==> src/inc/ifm_consts.svh <==
// Purpose: constants of the interrupt flag and mask unit
// Assumes: register indices are word indices, byte address = 4 * index
// Notes:   included by the design file only
`ifndef IFM_CONSTS_SVH
`define IFM_CONSTS_SVH

// register indices
`define IFM_IDX_TIMER_FLAGS 8'h38
`define IFM_IDX_TIMER_MASK  8'h39
`define IFM_IDX_EXT_FLAGS   8'h3A
`define IFM_IDX_GEN_MASK    8'h3B
`define IFM_IDX_GLOBAL_CTRL 8'h3C

// reset values
`define IFM_RST_BYTE        8'h00
`define IFM_RST_GLOBAL      1'h0
`define IFM_RST_SRC         9'h000
`define IFM_RST_HOLD        16'h0000
`define IFM_RST_WORD        32'h0000_0000

// stored bits of the mask bytes
`define IFM_MASK_TIMER      8'hFD
`define IFM_MASK_GEN        8'hC0

// bit positions in the flag, mask and global control bytes
`define IFM_BIT_EXT1        7
`define IFM_BIT_EXT0        6
`define IFM_BIT_CNT2_CMP    7
`define IFM_BIT_CNT2_OVF    6
`define IFM_BIT_CNT1_CAP    5
`define IFM_BIT_CNT1_CMPA   4
`define IFM_BIT_CNT1_CMPB   3
`define IFM_BIT_CNT1_OVF    2
`define IFM_BIT_CNT0_OVF    0
`define IFM_BIT_GLOBAL_EN   7

// vector of source slot 0; slot k vectors to base + k
`define IFM_VEC_BASE        4'h1
`define IFM_NUM_SRC         9

`endif

==> src/inc/ifm_pkg.sv <==
// Purpose: types shared by the interrupt flag and mask unit
// Assumes: constants live in ifm_consts.svh
// Notes:   slots are ordered by vector, lowest vector first
package ifm_pkg;

  typedef logic [7:0] ifm_byte_t;
  typedef logic [3:0] ifm_vec_t;
  typedef logic [8:0] ifm_src_t;

endpackage

==> src/design/ifm_irq_unit.sv <==
// Purpose: pending flags, enables and vectored request for pin and timer
//          interrupt sources, with an APB register port
// Assumes: event inputs come from logic on pclk, one-cycle pulses
// Notes:   request and vector are registered; the core acknowledges
//          vector entry with irq_ack and returns with irq_return
//          an ack clears the slot shown on irq_vector, so a source that
//          outranks it one cycle late waits for the next entry
`timescale 1ns/1ps
`include "ifm_consts.svh"

module ifm_irq_unit #(
  parameter int ADDR_W = 10
) (
  input  wire logic                pclk,
  input  wire logic                presetn,
  input  wire logic                psel,
  input  wire logic                penable,
  input  wire logic                pwrite,
  input  wire logic [ADDR_W-1:0]   paddr,
  input  wire logic [31:0]         pwdata,
  output      logic [31:0]         prdata,
  output      logic                pready,
  output      logic                pslverr,
  input  wire logic                ext1_event,
  input  wire logic                ext0_event,
  input  wire logic                cnt2_compare_event,
  input  wire logic                cnt2_overflow_event,
  input  wire logic                cnt2_tick,
  input  wire logic [7:0]          cnt2_count,
  input  wire logic                cnt2_pwm_mode,
  input  wire logic                capture_strobe,
  input  wire logic                cnt1_compare_a_event,
  input  wire logic                cnt1_compare_b_event,
  input  wire logic                cnt1_overflow_event,
  input  wire logic                cnt1_tick,
  input  wire logic [15:0]         cnt1_count,
  input  wire logic                cnt1_pwm_mode,
  input  wire logic                cnt0_overflow_event,
  output      logic [15:0]         cnt1_capture_hold,
  input  wire logic                irq_ack,
  input  wire logic                irq_return,
  output      logic                irq_req,
  output      logic [3:0]          irq_vector
);

  // lowest set slot wins, since slots are ordered by vector
  // a plain loop: priority is fixed, software cannot reorder it
  function automatic ifm_pkg::ifm_vec_t pick_vector(
    input ifm_pkg::ifm_src_t req
  );
    ifm_pkg::ifm_vec_t v;
    v = 4'h0;
    for (int k = `IFM_NUM_SRC - 1; k >= 0; k--)
    begin
      if (req[k])
        v = 4'(`IFM_VEC_BASE + 4'(k));
    end
    return v;
  endfunction

  // flag update: clear first, then set, so a set in the same cycle wins
  function automatic ifm_pkg::ifm_src_t flag_next(
    input ifm_pkg::ifm_src_t cur,
    input ifm_pkg::ifm_src_t set,
    input ifm_pkg::ifm_src_t clr
  );
    return (cur & ~clr) | set;
  endfunction

  ifm_pkg::ifm_src_t pending;
  ifm_pkg::ifm_byte_t timer_irq_mask;
  ifm_pkg::ifm_byte_t general_irq_mask;
  logic              global_en;

  // apb decode; bus_setup marks the access cycle still waiting for its
  // answer, bus_done the cycle in which the answer is taken
  wire logic              bus_setup;
  wire logic              bus_done;
  wire logic              aligned;
  wire logic              addr_high_zero;
  wire logic              word_ok;
  wire logic [7:0]        word_idx;
  wire logic              hit_tflag;
  wire logic              hit_tmask;
  wire logic              hit_eflag;
  wire logic              hit_gmask;
  wire logic              hit_gctl;
  wire logic              hit_any;
  wire logic              wr_done;
  wire ifm_pkg::ifm_byte_t wbyte;

  assign bus_setup = psel & penable & ~pready;
  assign bus_done  = psel & penable & pready;
  assign aligned   = (paddr[1:0] == 2'h0);
  // bits above the word index must be zero, else a wide bus would alias
  assign addr_high_zero = ~|(paddr >> 10);
  assign word_ok   = aligned & addr_high_zero;
  assign word_idx  = paddr[9:2];
  assign hit_tflag = word_ok & (word_idx == `IFM_IDX_TIMER_FLAGS);
  assign hit_tmask = word_ok & (word_idx == `IFM_IDX_TIMER_MASK);
  assign hit_eflag = word_ok & (word_idx == `IFM_IDX_EXT_FLAGS);
  assign hit_gmask = word_ok & (word_idx == `IFM_IDX_GEN_MASK);
  assign hit_gctl  = word_ok & (word_idx == `IFM_IDX_GLOBAL_CTRL);
  assign hit_any   = hit_tflag | hit_tmask | hit_eflag | hit_gmask | hit_gctl;
  assign wr_done   = bus_done & pwrite & hit_any;
  assign wbyte     = pwdata[7:0];

  // register views; unnamed and reserved bits tie to zero
  wire ifm_pkg::ifm_byte_t timer_irq_flags;
  wire ifm_pkg::ifm_byte_t external_irq_flags;
  wire ifm_pkg::ifm_byte_t rd_byte;

  // reserved bit 1 is a constant zero, so writes to it are lost
  assign timer_irq_flags = {pending[2], pending[3], pending[4], pending[5],
                            pending[6], pending[7], 1'h0,
                            pending[8]};
  assign external_irq_flags = {pending[1], pending[0], 6'h00};
  assign rd_byte = hit_tflag ? timer_irq_flags :
                   hit_tmask ? timer_irq_mask :
                   hit_eflag ? external_irq_flags :
                   hit_gmask ? general_irq_mask :
                   hit_gctl  ? {global_en, 7'h00} : 8'h00;

  // event sources in slot order: ext0, ext1, c2 cmp, c2 ovf, cap,
  // c1 cmp a, c1 cmp b, c1 ovf, c0 ovf
  wire logic              cnt2_ovf_set;
  wire logic              cnt1_ovf_set;
  wire ifm_pkg::ifm_src_t set_vec;

  // in pwm the counters turn at top, so overflow marks leaving zero
  // the count inputs carry the value before the tick
  assign cnt2_ovf_set = cnt2_pwm_mode ?
                        (cnt2_tick & (cnt2_count == 8'h00)) :
                        cnt2_overflow_event;
  assign cnt1_ovf_set = cnt1_pwm_mode ?
                        (cnt1_tick & (cnt1_count == 16'h0000)) :
                        cnt1_overflow_event;
  assign set_vec = {cnt0_overflow_event, cnt1_ovf_set, cnt1_compare_b_event,
                    cnt1_compare_a_event, capture_strobe, cnt2_ovf_set,
                    cnt2_compare_event, ext1_event,
                    ext0_event};

  // write-one clears; zero bits leave flags alone
  wire ifm_pkg::ifm_src_t wclr_vec;

  assign wclr_vec = {
    hit_tflag & wbyte[`IFM_BIT_CNT0_OVF],
    hit_tflag & wbyte[`IFM_BIT_CNT1_OVF],
    hit_tflag & wbyte[`IFM_BIT_CNT1_CMPB],
    hit_tflag & wbyte[`IFM_BIT_CNT1_CMPA],
    hit_tflag & wbyte[`IFM_BIT_CNT1_CAP],
    hit_tflag & wbyte[`IFM_BIT_CNT2_OVF],
    hit_tflag & wbyte[`IFM_BIT_CNT2_CMP],
    hit_eflag & wbyte[`IFM_BIT_EXT1],
    hit_eflag & wbyte[`IFM_BIT_EXT0]
  } & {`IFM_NUM_SRC{wr_done}};

  // hardware clear of the slot whose vector the core enters
  wire ifm_pkg::ifm_src_t ack_clr_vec;
  wire logic [3:0]        ack_slot;

  assign ack_slot = 4'(irq_vector - `IFM_VEC_BASE);
  assign ack_clr_vec = (irq_ack & irq_req) ?
                       ifm_pkg::ifm_src_t'(9'h001 << ack_slot) :
                       9'h000;

  // enables in slot order
  wire ifm_pkg::ifm_src_t en_vec;
  wire ifm_pkg::ifm_src_t live_vec;

  assign en_vec = {timer_irq_mask[`IFM_BIT_CNT0_OVF],
                   timer_irq_mask[`IFM_BIT_CNT1_OVF],
                   timer_irq_mask[`IFM_BIT_CNT1_CMPB],
                   timer_irq_mask[`IFM_BIT_CNT1_CMPA],
                   timer_irq_mask[`IFM_BIT_CNT1_CAP],
                   timer_irq_mask[`IFM_BIT_CNT2_OVF],
                   timer_irq_mask[`IFM_BIT_CNT2_CMP],
                   general_irq_mask[`IFM_BIT_EXT1],
                   general_irq_mask[`IFM_BIT_EXT0]};
  // a masked flag simply stays in pending until enabled or cleared
  assign live_vec = pending & en_vec & {`IFM_NUM_SRC{global_en}};

  // next values
  wire ifm_pkg::ifm_src_t next_pending;
  wire logic              next_global_en;
  wire logic              take_now;
  wire logic              sw_global_wr;
  wire logic              next_irq_req;
  wire ifm_pkg::ifm_vec_t next_irq_vector;

  assign next_pending = flag_next(pending, set_vec,
                                  wclr_vec | ack_clr_vec);
  assign take_now = irq_ack & irq_req;
  // software may set the enable inside a routine to allow nesting
  assign sw_global_wr = wr_done & hit_gctl;
  // entry clears global enable ahead of any software write or return
  assign next_global_en = take_now ? 1'h0 :
                          irq_return ? 1'h1 :
                          sw_global_wr ?
                            wbyte[`IFM_BIT_GLOBAL_EN] : global_en;
  // request drops the cycle after entry so one ack takes one vector
  assign next_irq_req = (|live_vec) & ~take_now;
  assign next_irq_vector = next_irq_req ? pick_vector(live_vec) : 4'h0;

  // pending flags
  always_ff @(posedge pclk or negedge presetn)
  begin
    if (!presetn)
      pending <= `IFM_RST_SRC;
    else
      pending <= next_pending;
  end

  // mask next values; reserved bits are never stored, so they read zero
  wire ifm_pkg::ifm_byte_t next_timer_irq_mask;
  wire ifm_pkg::ifm_byte_t next_general_irq_mask;

  assign next_timer_irq_mask = (wr_done & hit_tmask) ?
                               (wbyte & `IFM_MASK_TIMER) :
                               timer_irq_mask;
  assign next_general_irq_mask = (wr_done & hit_gmask) ?
                                 (wbyte & `IFM_MASK_GEN) :
                                 general_irq_mask;

  // timer mask register
  always_ff @(posedge pclk or negedge presetn)
  begin
    if (!presetn)
      timer_irq_mask <= `IFM_RST_BYTE;
    else
      timer_irq_mask <= next_timer_irq_mask;
  end

  // general mask register
  always_ff @(posedge pclk or negedge presetn)
  begin
    if (!presetn)
      general_irq_mask <= `IFM_RST_BYTE;
    else
      general_irq_mask <= next_general_irq_mask;
  end

  // global enable
  always_ff @(posedge pclk or negedge presetn)
  begin
    if (!presetn)
      global_en <= `IFM_RST_GLOBAL;
    else
      global_en <= next_global_en;
  end

  // request to the core
  always_ff @(posedge pclk or negedge presetn)
  begin
    if (!presetn)
    begin
      irq_req    <= 1'b0;
      irq_vector <= 4'h0;
    end
    else
    begin
      irq_req    <= next_irq_req;
      irq_vector <= next_irq_vector;
    end
  end

  // capture copy taken on the same edge that raises the flag; a second
  // strobe before software reads the copy overwrites it
  wire logic [15:0]       next_cnt1_capture_hold;

  assign next_cnt1_capture_hold = capture_strobe ? cnt1_count :
                                  cnt1_capture_hold;

  // capture holding register
  always_ff @(posedge pclk or negedge presetn)
  begin
    if (!presetn)
      cnt1_capture_hold <= `IFM_RST_HOLD;
    else
      cnt1_capture_hold <= next_cnt1_capture_hold;
  end

  // apb answer values: one wait state keeps prdata a plain flop, at the
  // cost of a cycle on every access
  wire logic              next_pready;
  wire logic [31:0]       next_prdata;
  wire logic              next_pslverr;

  assign next_pready  = bus_setup;
  assign next_prdata  = bus_setup ? {24'h00_0000, rd_byte} : `IFM_RST_WORD;
  assign next_pslverr = bus_setup & ~hit_any;

  // apb answer registers
  always_ff @(posedge pclk or negedge presetn)
  begin
    if (!presetn)
    begin
      pready  <= 1'h0;
      prdata  <= `IFM_RST_WORD;
      pslverr <= 1'h0;
    end
    else
    begin
      pready  <= next_pready;
      prdata  <= next_prdata;
      pslverr <= next_pslverr;
    end
  end

endmodule

==> config.mk <==
export PLATFORM = sky130hd
export DESIGN_NAME = ifm_irq_unit
export DESIGN_NICKNAME = d
export VERILOG_FILES = /design/src/inc/ifm_pkg.sv /design/src/design/ifm_irq_unit.sv
export VERILOG_INCLUDE_DIRS = /design/src /design/src/inc
export SDC_FILE = /design/constraint.sdc
export NUM_CORES = 1
export LEC_CHECK = 0
export ABC_AREA = 1
export BUFFER_PORTS_ARGS = -buffer_cell sky130_fd_sc_hd__clkbuf_2
export CAP_MARGIN = 10
export CELL_PAD_IN_SITES_DETAIL_PLACEMENT = 0
export CELL_PAD_IN_SITES_GLOBAL_PLACEMENT = 2
export CORE_UTILIZATION = 25
export CTS_CLUSTER_DIAMETER = 40
export DETAILED_ROUTE_END_ITERATION = 6
export PLACE_DENSITY_LB_ADDON = 0.1
export SYNTH_ARGS = -nofsm -noshare
export SYNTH_HDL_FRONTEND = slang
export SYNTH_SLANG_ARGS = --single-unit
==> constraint.sdc <==
create_clock -name pclk -period 2.6 [get_ports pclk]
set_clock_uncertainty 0.05 [all_clocks]
set_input_delay 0.39 -clock pclk [delete_from_list [all_inputs] [get_ports pclk]]
set_output_delay 0.39 -clock pclk [all_outputs]
set_load 0.02 [all_outputs]
### After elaboration in Yosys (flattened, before gate mapping)

Cells that the tools add are included.

| word-level totals | value |
|---|---|
| input port bits | 86 |
| output and inout bits | 55 |
| register bits after elaboration | 74 |

| operators by class | value |
|---|---|
| bitwise gates (word level) | 41 |
| reduce and logical (&&, ||, !) cells | 5 |
| eq/ne operators | 5 |
| muxes and demuxes | 22 |
| shifts and indexed selects | 1 |
| add/subtract/negate cells | 1 |

Operator list:

| kind | count |
|---|---|
| $mux W8 | 6 |
| $eq A8 B6 Y1 const B | 5 |
| $mux W4 | 10 |
| $and A9 B9 Y9 | 4 |
| $and A1 B1 Y1 | 27 |
| $or A9 B9 Y9 | 2 |
| $logic_not A16 Y1 | 1 |
| $mux W9 | 1 |
| $not A9 Y9 | 1 |
| $reduce_or A9 Y1 | 1 |
| $shl A1 B4 Y9 const A | 1 |
| $logic_not A8 Y1 | 1 |
| $mux W1 | 5 |
| $or A1 B1 Y1 | 4 |
| $sub A4 B1 Y4 const B | 1 |
| $not A1 Y1 | 3 |
| $reduce_bool A3 Y1 | 1 |
| $logic_not A2 Y1 | 1 |

### Longest topological paths before layout

Gate-level depths: netlist of run 1.

| depth | value |
|---|---|
| word-level depth | 12 |
| mapped depth | 10 |
| depth with buffers taken out | 10 |

### Least setup slack after synthesis of run 1

No wires, ideal clock.

| timing path | value |
|---|---|
| path kind | reg-to-reg |
| start point | register irq_vector[1] |
| end point | register pending[4] |
| period minus slack after synthesis | 1613 ps |
| cell stages (with the launch flop) | 9 |
| slack | 987 ps |
| library setup time | 130 ps |
| path buffers | 0 |
| data arrival time | 1434 ps |
| data required time | 2420 ps |
| path through | dfrtp_1 > nor2_1 > nand2_1 > xor2_1 > inv_1 > nor2_1 > nand2_1 > nand3_1 > nand2_1 |

| on the way | value |
|---|---|
| cells in the longest elaborated chain, start to end | 7 |

RTL lines:

| item | line | text |
|---|---|---|
| start: declaration | ifm_irq_unit.sv:43 | `output logic [3:0] irq_vector` |
| start signal: assignment | ifm_irq_unit.sv:263 | `irq_vector <= next_irq_vector;` |
| $sub A4 B1 Y4 (no source line) | - |  |
| $shl A1 B4 Y9 | ifm_irq_unit.sv:164 | `ifm_pkg::ifm_src_t'(9'h001 << ack_slot) :` |
| $mux W9 | ifm_irq_unit.sv:163 | `assign ack_clr_vec = (irq_ack & irq_req) ?` |
| $or A9 B9 Y9 | ifm_irq_unit.sv:192 | `wclr_vec \| ack_clr_vec);` |
| $not A9 Y9 | ifm_irq_unit.sv:67 | `return (cur & ~clr) \| set;` |
| $and A9 B9 Y9 | ifm_irq_unit.sv:67 |  |
| $or A9 B9 Y9 | ifm_irq_unit.sv:67 |  |
| via next_pending[4] | ifm_irq_unit.sv:184 | `wire ifm_pkg::ifm_src_t next_pending;` |
| end signal: assignment | ifm_irq_unit.sv:209 | `` pending <= `IFM_RST_SRC; `` |
| end signal: assignment | ifm_irq_unit.sv:211 | `pending <= next_pending;` |
| end: declaration | ifm_irq_unit.sv:70 | `ifm_pkg::ifm_src_t pending;` |

The timed path passes the listed nets, and every way through them passes these cells.
A chain may end at the register's enable or synchronous reset.

### Final worst setup path of run 1

| timing path | value |
|---|---|
| start point | register global_en |
| end point | register irq_vector[1] |

| on the way | value |
|---|---|
| elaborated cells on any way between the ends | 12 |
| those cells by class | mux (9); bitwise (2); reduce/logical (1) |

RTL lines:

| item | line | text |
|---|---|---|
| start: declaration | ifm_irq_unit.sv:73 | `logic global_en;` |
| start signal: assignment | ifm_irq_unit.sv:247 | `` global_en <= `IFM_RST_GLOBAL; `` |
| start signal: assignment | ifm_irq_unit.sv:249 | `global_en <= next_global_en;` |
| $and A9 B9 Y9 | ifm_irq_unit.sv:181 | `` assign live_vec = pending & en_vec & {`IFM_NUM_SRC{global_en}}; `` |
| $reduce_or A9 Y1 | ifm_irq_unit.sv:202 | `assign next_irq_req = (\|live_vec) & ~take_now;` |
| $and A1 B1 Y1 | ifm_irq_unit.sv:202 |  |
| via next_irq_req | ifm_irq_unit.sv:188 | `wire logic next_irq_req;` |
| $mux W4 | ifm_irq_unit.sv:203 | `assign next_irq_vector = next_irq_req ? pick_vector(live_vec) : 4'h0;` |
| via next_irq_vector[1] | ifm_irq_unit.sv:189 | `wire ifm_pkg::ifm_vec_t next_irq_vector;` |

The timed path passes the listed nets, and every way through them passes these cells.

==> summary.md, run 1 <==
• finished, final reports clean — run status
• 105.9 um — Die Y-Extent
• 360 — number of cells produced by synthesis
• 50 — pin count of the biggest net entering global routing
• 0 — sum of overflow across all layers after global routing
• primary input to async pin — worst hold path type
• 37 — FP Rows
• 0 — sum of buffers and inverters on the critical path
• 1980 ps — signal arrival time at the worst endpoint
• sky130_fd_sc_hd__dfrtp_1 45%, sky130_fd_sc_hd__nand2_1 17%, sky130_fd_sc_hd__nand3_1 7.6% — leading post-synthesis cells by cell area
• 0.5541 — Slew Limit Headroom
• 10370 um^2 — core region area
• yes — clock tree from TritonCTS
• 3326 um^2 — cell area after layout
• 0 — count of nets left with antenna violations after detail routing
• flip-flop to flip-flop — critical path type
• 640 ps — slowest stage delay, CP
• 2497 — via count
• 0.7301 — global placement routability congestion
• 1.858 nW — Static Leakage
• 26 — Unique masters post-synth
• 4 — count of TritonRoute iterations in the first routing pass
• 0 — maximum capacitance violations
• 0.5537 GHz — Fmax achieved
• 49 — number of clock sinks seen by CTS
• 0 — Slew Viols, Final
• 790 ps — worst-case register-to-register setup slack
• 0 — # setup viols final
• 0 — diode count
• 4.232 — Vias per Instance
• 141 — number of top-level pins
• 668.8 ps — Tightest Pin Transition
• 86 — number of design-rule violations left by the first detailed-router iteration
• sky130_fd_sc_hd__dfrtp_1 — post-synth top area cell
• 542 — Total Nets Final
• 0 — number of synthesized flops with an enable pin
• 0.0002342 V — worst vdd ir
• 0.2467 — fraction of final layout cells sized beyond drive strength 1
• nand2_1, o21ai_0, nor2_1, a21oi_1, nand2_1, a21oi_1 — ordered cell list for the critical path
• 13.09 um — routed length per placed instance
• sky130_fd_sc_hd__dfrtp_1 — slowest library cell on the worst path
• 0.003248 — xor-xnor portion of the synthesized cell area
• 2 — deepest clock path buffer count
• 120 x sky130_fd_sc_hd__nand2_1, 49 x sky130_fd_sc_hd__dfrtp_1, 41 x sky130_fd_sc_hd__nand3_1 — synth cell count leaders
• 1.000 — Async SR Flop Fraction
• 49 — number of flip-flops and latches in the synthesized netlist
• 0.1446 — GRT Resource Usage Total
• 5 — total CTS buffers
• flip-flop — crit path launch type
• 0.009281 — area share of fa/ha/maj cells after synthesis
• 11200 um^2 — total die area
• 0 — number of antenna violations at the first check in global routing
• 0 — Hold-fix buffers, CTS
• 23.34% — Synth-to-Final Area Change
• 0 — number of warnings reported in the yosys synthesis log
• 105.9 um — Chip Width
• sky130_fd_sc_hd__nand2_1 — most common cell in the netlist
• 7.490 um^2 — average cell area after synthesis
• 0.4548 — post-synthesis sequential area ratio
• 605.2 nW/um^2 — Pwr Density
• compound AO/OA/AOI/OAI gates — largest delay contributor family on the critical path
• 0 — number of setup buffers added after CTS
• 0.04780 — compound-cell area share of the yosys netlist
• 0 — proportion of synthesized area in mux cells
• 3222 um^2 — Area after DPL
• 300 ps — clock insertion delay at the later pin of the skew report
• sky130_fd_sc_hd__dfrtp_1 — most used flip-flop cell after synthesis
• 0 — quantity of gates resized following cts
• 1806 ps — Tmin final
• 2696 um^2 — post-synthesis instance area
• 90 — Buffers on Ports
• simple AND/OR/NAND/NOR gates — combinational family with the most area after synthesis
• sky130_fd_sc_hd__clkbuf_8 — buffer cell driving the clock tree root
• 0 — Hold Fails Final Rpt
• 5.956 mm — sum of net half-perimeters after detailed placement
• 90 ps — CTS clock-pin slew for the worst setup and hold paths
• 12.62 mm — first-pass GRT wire length
• 0.2600 — initial standard-cell utilization of the core
• 2770 ps — required time of the critical path
• 0.3522 — Synth Area in Simple Gates
• flip-flop — crit end category
• 2388 — vias in the first global route
• 0.4548 — Yosys top cell area share
• false — RSZ-0062 raised after global routing
• 0 — DRC Markers
• 11 — critical-path maximum fanout
• 7.721 mm — post-detailed-routing wire length
• 0.6947 — Final Cycle Share
• 0 ps — final total negative setup slack
• 2 — Max H-tree Level
## path summary, 6_finish.rpt
check / from / end / cells after the start
max: global_en / irq_vector[1] / 6
min: presetn / prdata[7] / 2
max reg2reg: global_en / irq_vector[1] / 6
min reg2reg: cnt1_capture_hold[15] / cnt1_capture_hold[15] / 2
max in group asynchronous: presetn / irq_vector[3] / 2
min in group pclk: cnt1_compare_a_event / pending[5] / 3
## sequential cells by signal (all words and copies together), names as in the netlist
signal,cells
cnt1_capture_hold,16
general_irq_mask,2
global_en,1
irq_req,1
irq_vector,4
pending,9
prdata,7
pready,1
pslverr,1
timer_irq_mask,7
## through the flow
stage / instances / worst slack, ps / total power [mW] / hold slack (ps) / utilization
final: 590 / 793.8 / 2.013 / 141.3 / 0.3207
after global routing: 590 / 646.9 / 2.167 / 211.6 / 0.3207
after CTS: 590 / 786.6 / 2.054 / 177.6 / 0.3207
after detailed placement: 583 / 680.1 / 1.499 / 411.3 / 0.3107
after global placement: 583 / 683.3 / 1.498 / 406.1 / 0.3107
after floorplan: 384 / 986.6 / 1.289 / 44.41 / -
## placed cells by master, fill, tap and decap left out, types with 2 or more instances in the layout
master,netlist,layout
sky130_fd_sc_hd__nor4_1,6,6
sky130_fd_sc_hd__nand4_1,8,8
sky130_fd_sc_hd__inv_1,38,38
sky130_fd_sc_hd__nor2_4,2,2
sky130_fd_sc_hd__ha_1,2,2
sky130_fd_sc_hd__conb_1,1,25
sky130_fd_sc_hd__nand3_1,41,41
sky130_fd_sc_hd__nand2_2,2,2
sky130_fd_sc_hd__dfrtp_1,49,49
sky130_fd_sc_hd__o211ai_1,3,3
sky130_fd_sc_hd__a31oi_1,2,2
sky130_fd_sc_hd__a21oi_1,9,9
sky130_fd_sc_hd__nor2_2,4,4
sky130_fd_sc_hd__o21ai_0,6,6
sky130_fd_sc_hd__clkbuf_8,0,5
sky130_fd_sc_hd__clkbuf_2,0,90
sky130_fd_sc_hd__nand2_1,120,120
sky130_fd_sc_hd__buf_4,25,3
sky130_fd_sc_hd__nor2_1,30,30
## power breakdown
part           internal (mW)  leakage, nW  switching (mW)
sequential             0.839        0.590          0.0857
clock                  0.280       0.0540           0.260
combinational          0.181         1.21           0.367
## kinds of logic after synthesis
group | count (synthesis)
AO/OA/AOI/OAI | 22
flip-flops | 49
AND/OR/NAND/NOR | 216
other | 1
adder cells (fa/ha/maj) | 2
buffers and inverters | 69
XOR/XNOR | 1
## final cells by class
class                   instances  area, um^2
repair buffers                 93       473.0
clock buffers                   5       68.82
inverters                      39       146.4
multi-input cells             266        1206
flip-flops and latches         49        1226
clock inverters                 2       35.03
fillers                      1168        7044
well taps                     136       170.2
## worst reg2reg max path: cells and delay by family (launching register included)
family	cells	cell delay, ps
AND/OR/NAND/NOR	3	300
AO/OA/AOI/OAI	3	740
flip-flops	1	640
## metal layers
metal / global-route usage / wire, um
met5: 0 / 0
met2: 0.2320 / 3568
met4: 0.03571 / 70
met3: 0.02783 / 376
met1: 0.1992 / 3706
(Power assumes the default switching activity.)
==> run 2, diff against run 1 <==
- CORE_UTILIZATION: 25 -> 21
- clock period: 2.6 -> 1.5 ns (I/O delays scaled with it)
==> run 2 against run 1 <==
Flip-flop and latch count unchanged. Critical endpoint is now pending[6]. Die area up 19%. Cell area rose by 17%. Utilization down 1.2 points. Combinational power grew to 2.7 times the previous value. Register-to-register slack worse by 750 ps. Fmax rose by 24%.
==> summary.md, run 2 (synthesis gave the netlist of run 1 again) <==
• finished, final reports clean — run status, unchanged
• 1600 ps — signal arrival time at the worst endpoint, was 1980 ps
• nor2_4, ha_1, inv_2, nand2_1, nor2_2, nand2_1, nand3_1, nand2_1 — ordered cell list for the critical path, was nand2_1, o21ai_0, nor2_1, a21oi_1, nand2_1, a21oi_1
• 43.81% — Synth-to-Final Area Change, was 23.34%
• 0.3085 — Util after Layout, was 0.3207
• 13.04 mm — first-pass GRT wire length, was 12.62 mm
• flip-flop — crit end category, unchanged
• 3877 um^2 — cell area after layout, was 3326 um^2
• sky130_fd_sc_hd__nand2_1 — most common cell type on the critical path
• 2 — deepest clock path buffer count, unchanged
• 1 — sum of buffers and inverters on the critical path, was 0
• 0 — number of antenna violations at the first check in global routing, unchanged
• 0.3369 — switching share of power, was 0.3541
• 0 — # setup viols final, unchanged
• 2564 — vias in the first global route, was 2388
• 0 — sum of overflow across all layers after global routing, unchanged
• yes — clock tree from TritonCTS, unchanged
• 6.668 mm — sum of net half-perimeters after detailed placement, was 5.956 mm
• 0.340 — relative contribution of combinational cells to total power, was 0.272
• 1.476 mW — switching power of the nets, was 0.7127 mW
• sky130_fd_sc_hd__dfrtp_1 — slowest library cell on the worst path, unchanged
• 115.3 um — Chip Width, was 105.9 um
• 0.3468 — fraction of final layout cells sized beyond drive strength 1, was 0.2467
• 0 — diode count, unchanged
• sky130_fd_sc_hd__clkbuf_16 — buffer cell driving the clock tree root, was sky130_fd_sc_hd__clkbuf_8
• 16 — number of flip-flops in the largest register, unchanged
• 2650 — via count, was 2497
• 0.1306 — GRT Resource Usage Total, was 0.1446
• simple AND/OR/NAND/NOR gates — largest delay contributor family on the critical path, was compound AO/OA/AOI/OAI gates
• 0.6848 GHz — Fmax achieved, was 0.5537 GHz
• 0.0004175 V — worst vdd ir, was 0.0002342 V
• 3 — critical-path maximum fanout, was 11
• 1460 ps — Tmin final, was 1806 ps
• 0 — Slew Viols, Final, unchanged
• 2 — Max H-tree Level, unchanged
• primary input to flip-flop — worst hold path type, was primary input to async pin
• 3608 um^2 — Area after DPL, was 3222 um^2
• 0 — Hold Fails Final Rpt, unchanged
• 0 — count of nets left with antenna violations after detail routing, unchanged
• 1130 nW/um^2 — Pwr Density, was 605.2 nW/um^2
• flip-flop — crit path launch type, unchanged
• 12.24 um — routed length per placed instance, was 13.09 um
• 2.905 mW — internal power, was 1.300 mW
• 290 ps — clock insertion delay at the later pin of the skew report, was 300 ps
• 63 — number of design-rule violations left by the first detailed-router iteration, was 86
• 1379 — number of filler instances in the final layout, was 1168
• 0 — maximum capacitance violations, unchanged
• 0.2145 — initial standard-cell utilization of the core, was 0.2600
• 4 — count of TritonRoute iterations in the first routing pass, unchanged
• 410 ps — slowest stage delay, CP, was 640 ps
• 0.361 — Sequential Power Share, was 0.459
• 141 — number of top-level pins, unchanged
• 5 — total CTS buffers, unchanged
• 13300 um^2 — total die area, was 11200 um^2
• flip-flop to flip-flop — critical path type, unchanged
• 69.46 ps — hold slack final, was 141.3 ps
• 119 x sky130_fd_sc_hd__nand2_1, 90 x sky130_fd_sc_hd__clkbuf_2, 47 x sky130_fd_sc_hd__dfrtp_1 — most frequent cells in the layout, was 120 x sky130_fd_sc_hd__nand2_1, 90 x sky130_fd_sc_hd__clkbuf_2, 49 x sky130_fd_sc_hd__dfrtp_1, 41 x sky130_fd_sc_hd__nand3_1, 38 x sky130_fd_sc_hd__inv_1
• 0.7214 — global placement routability congestion, was 0.7301
• 12570 um^2 — core region area, was 10370 um^2
• 49 — number of clock sinks seen by CTS, unchanged
• sky130_fd_sc_hd__nand2_1 — commonest non-fill, non-tap cell in the layout, unchanged
• 90 — Buffers on Ports, unchanged
• 0.299 — clock share of power, was 0.269
• 1640 ps — required time of the critical path, was 2770 ps
• cnt1_capture_hold: 16 flops, pending: 9 flops — largest registers, unchanged
• 26 — pin count of the biggest net entering global routing, was 50
• 0 — DRC Markers, unchanged
• 41 — FP Rows, was 37
• 8.179 mm — post-detailed-routing wire length, was 7.721 mm
• 0.9735 — Final Cycle Share, was 0.6947
• cnt1_capture_hold — Top reg by flops, unchanged
• true — RSZ-0062 raised after global routing, was false
• 583 — Total Nets Final, was 542
• 70 ps — CTS clock-pin slew for the worst setup and hold paths, was 90 ps
• 2.115 nW — Static Leakage, was 1.858 nW
• 115.3 um — Die Y-Extent, was 105.9 um
• 3.967 — Vias per Instance, was 4.232
==> run 2: cell types whose count changed in the layout (fill, tap and decap cells not counted), sizes merged <==
cell and delta:
inv +1, buf +40, dlygate4sd3 +1
==> run 2: repair_timing <==
item,CTS,global route
endpoints found under the setup margin,5,13
pin swaps,0,7
hold endpoints to repair,49,0
gates resized for setup,6,18
buffers inserted,0,1
hold buffers,1,0
==> run 2: final timing paths <==
path                                            from                   end  slack [ps]  depth (start not counted)
worst max-delay path                   irq_vector[0]            pending[6]          40                          8
worst min-delay path                      ext0_event            pending[0]          70                          3
worst max register to register         irq_vector[0]            pending[6]          40                          8
worst min register to register  cnt1_capture_hold[8]  cnt1_capture_hold[8]         420                          2
max in group asynchronous                    presetn             global_en         790                          3
min in group asynchronous                    presetn             prdata[5]         420                          3
==> run 2: per-stage QoR <==
stage          instances  worst slack [ps]  power, mW  TNS [ps]
2_1_floorplan        384             5.979      2.255         0
3_3_place_gp         658            -74.07      2.943    -214.0
3_5_place_dp         658            -84.27      2.938    -153.0
4_1_cts              667             9.817      4.348         0
5_1_grt              668            -25.42      4.689    -74.42
6_report             668             39.77      4.380         0
==> run 2: routing by layer <==
metal	vias up	global-route usage	routed length (um)
met5	-	0	0
met4	0	0.03983	74
met3	6	0.02847	463
met2	89	0.2052	3556
met1	1194	0.1786	4084
li1	1361	-	-
==> run 2: layout make-up <==
class                   instances  area [um^2]  share of cell area
flip-flops and latches         49         1229              0.3169
repair buffers                134        835.8              0.2156
multi-input cells             266         1282              0.3308
clock buffers                   5        125.1             0.03227
inverters                      39        146.4             0.03775
well taps                     172        215.2             0.05550
clock inverters                 3        43.79             0.01129
==> run 2: power by group through the flow <==
| stage | Sequential [mW] | Combinational [mW] | Clock, mW |
|---|---|---|---|
| global route | 1.60 | 1.67 | 1.42 |
| CTS | 1.57 | 1.40 | 1.38 |
| floorplan | 1.68 | 0.572 | 0 |
| finish | 1.58 | 1.49 | 1.31 |
| global placement | 1.58 | 1.36 | 0 |
| detailed placement | 1.59 | 1.35 | 0 |
==> run 2: tightest hold or removal path: cells and delay by family <==
kind          cells  cell delay (ps)
buf+inv           2              100
simple gates      1               50
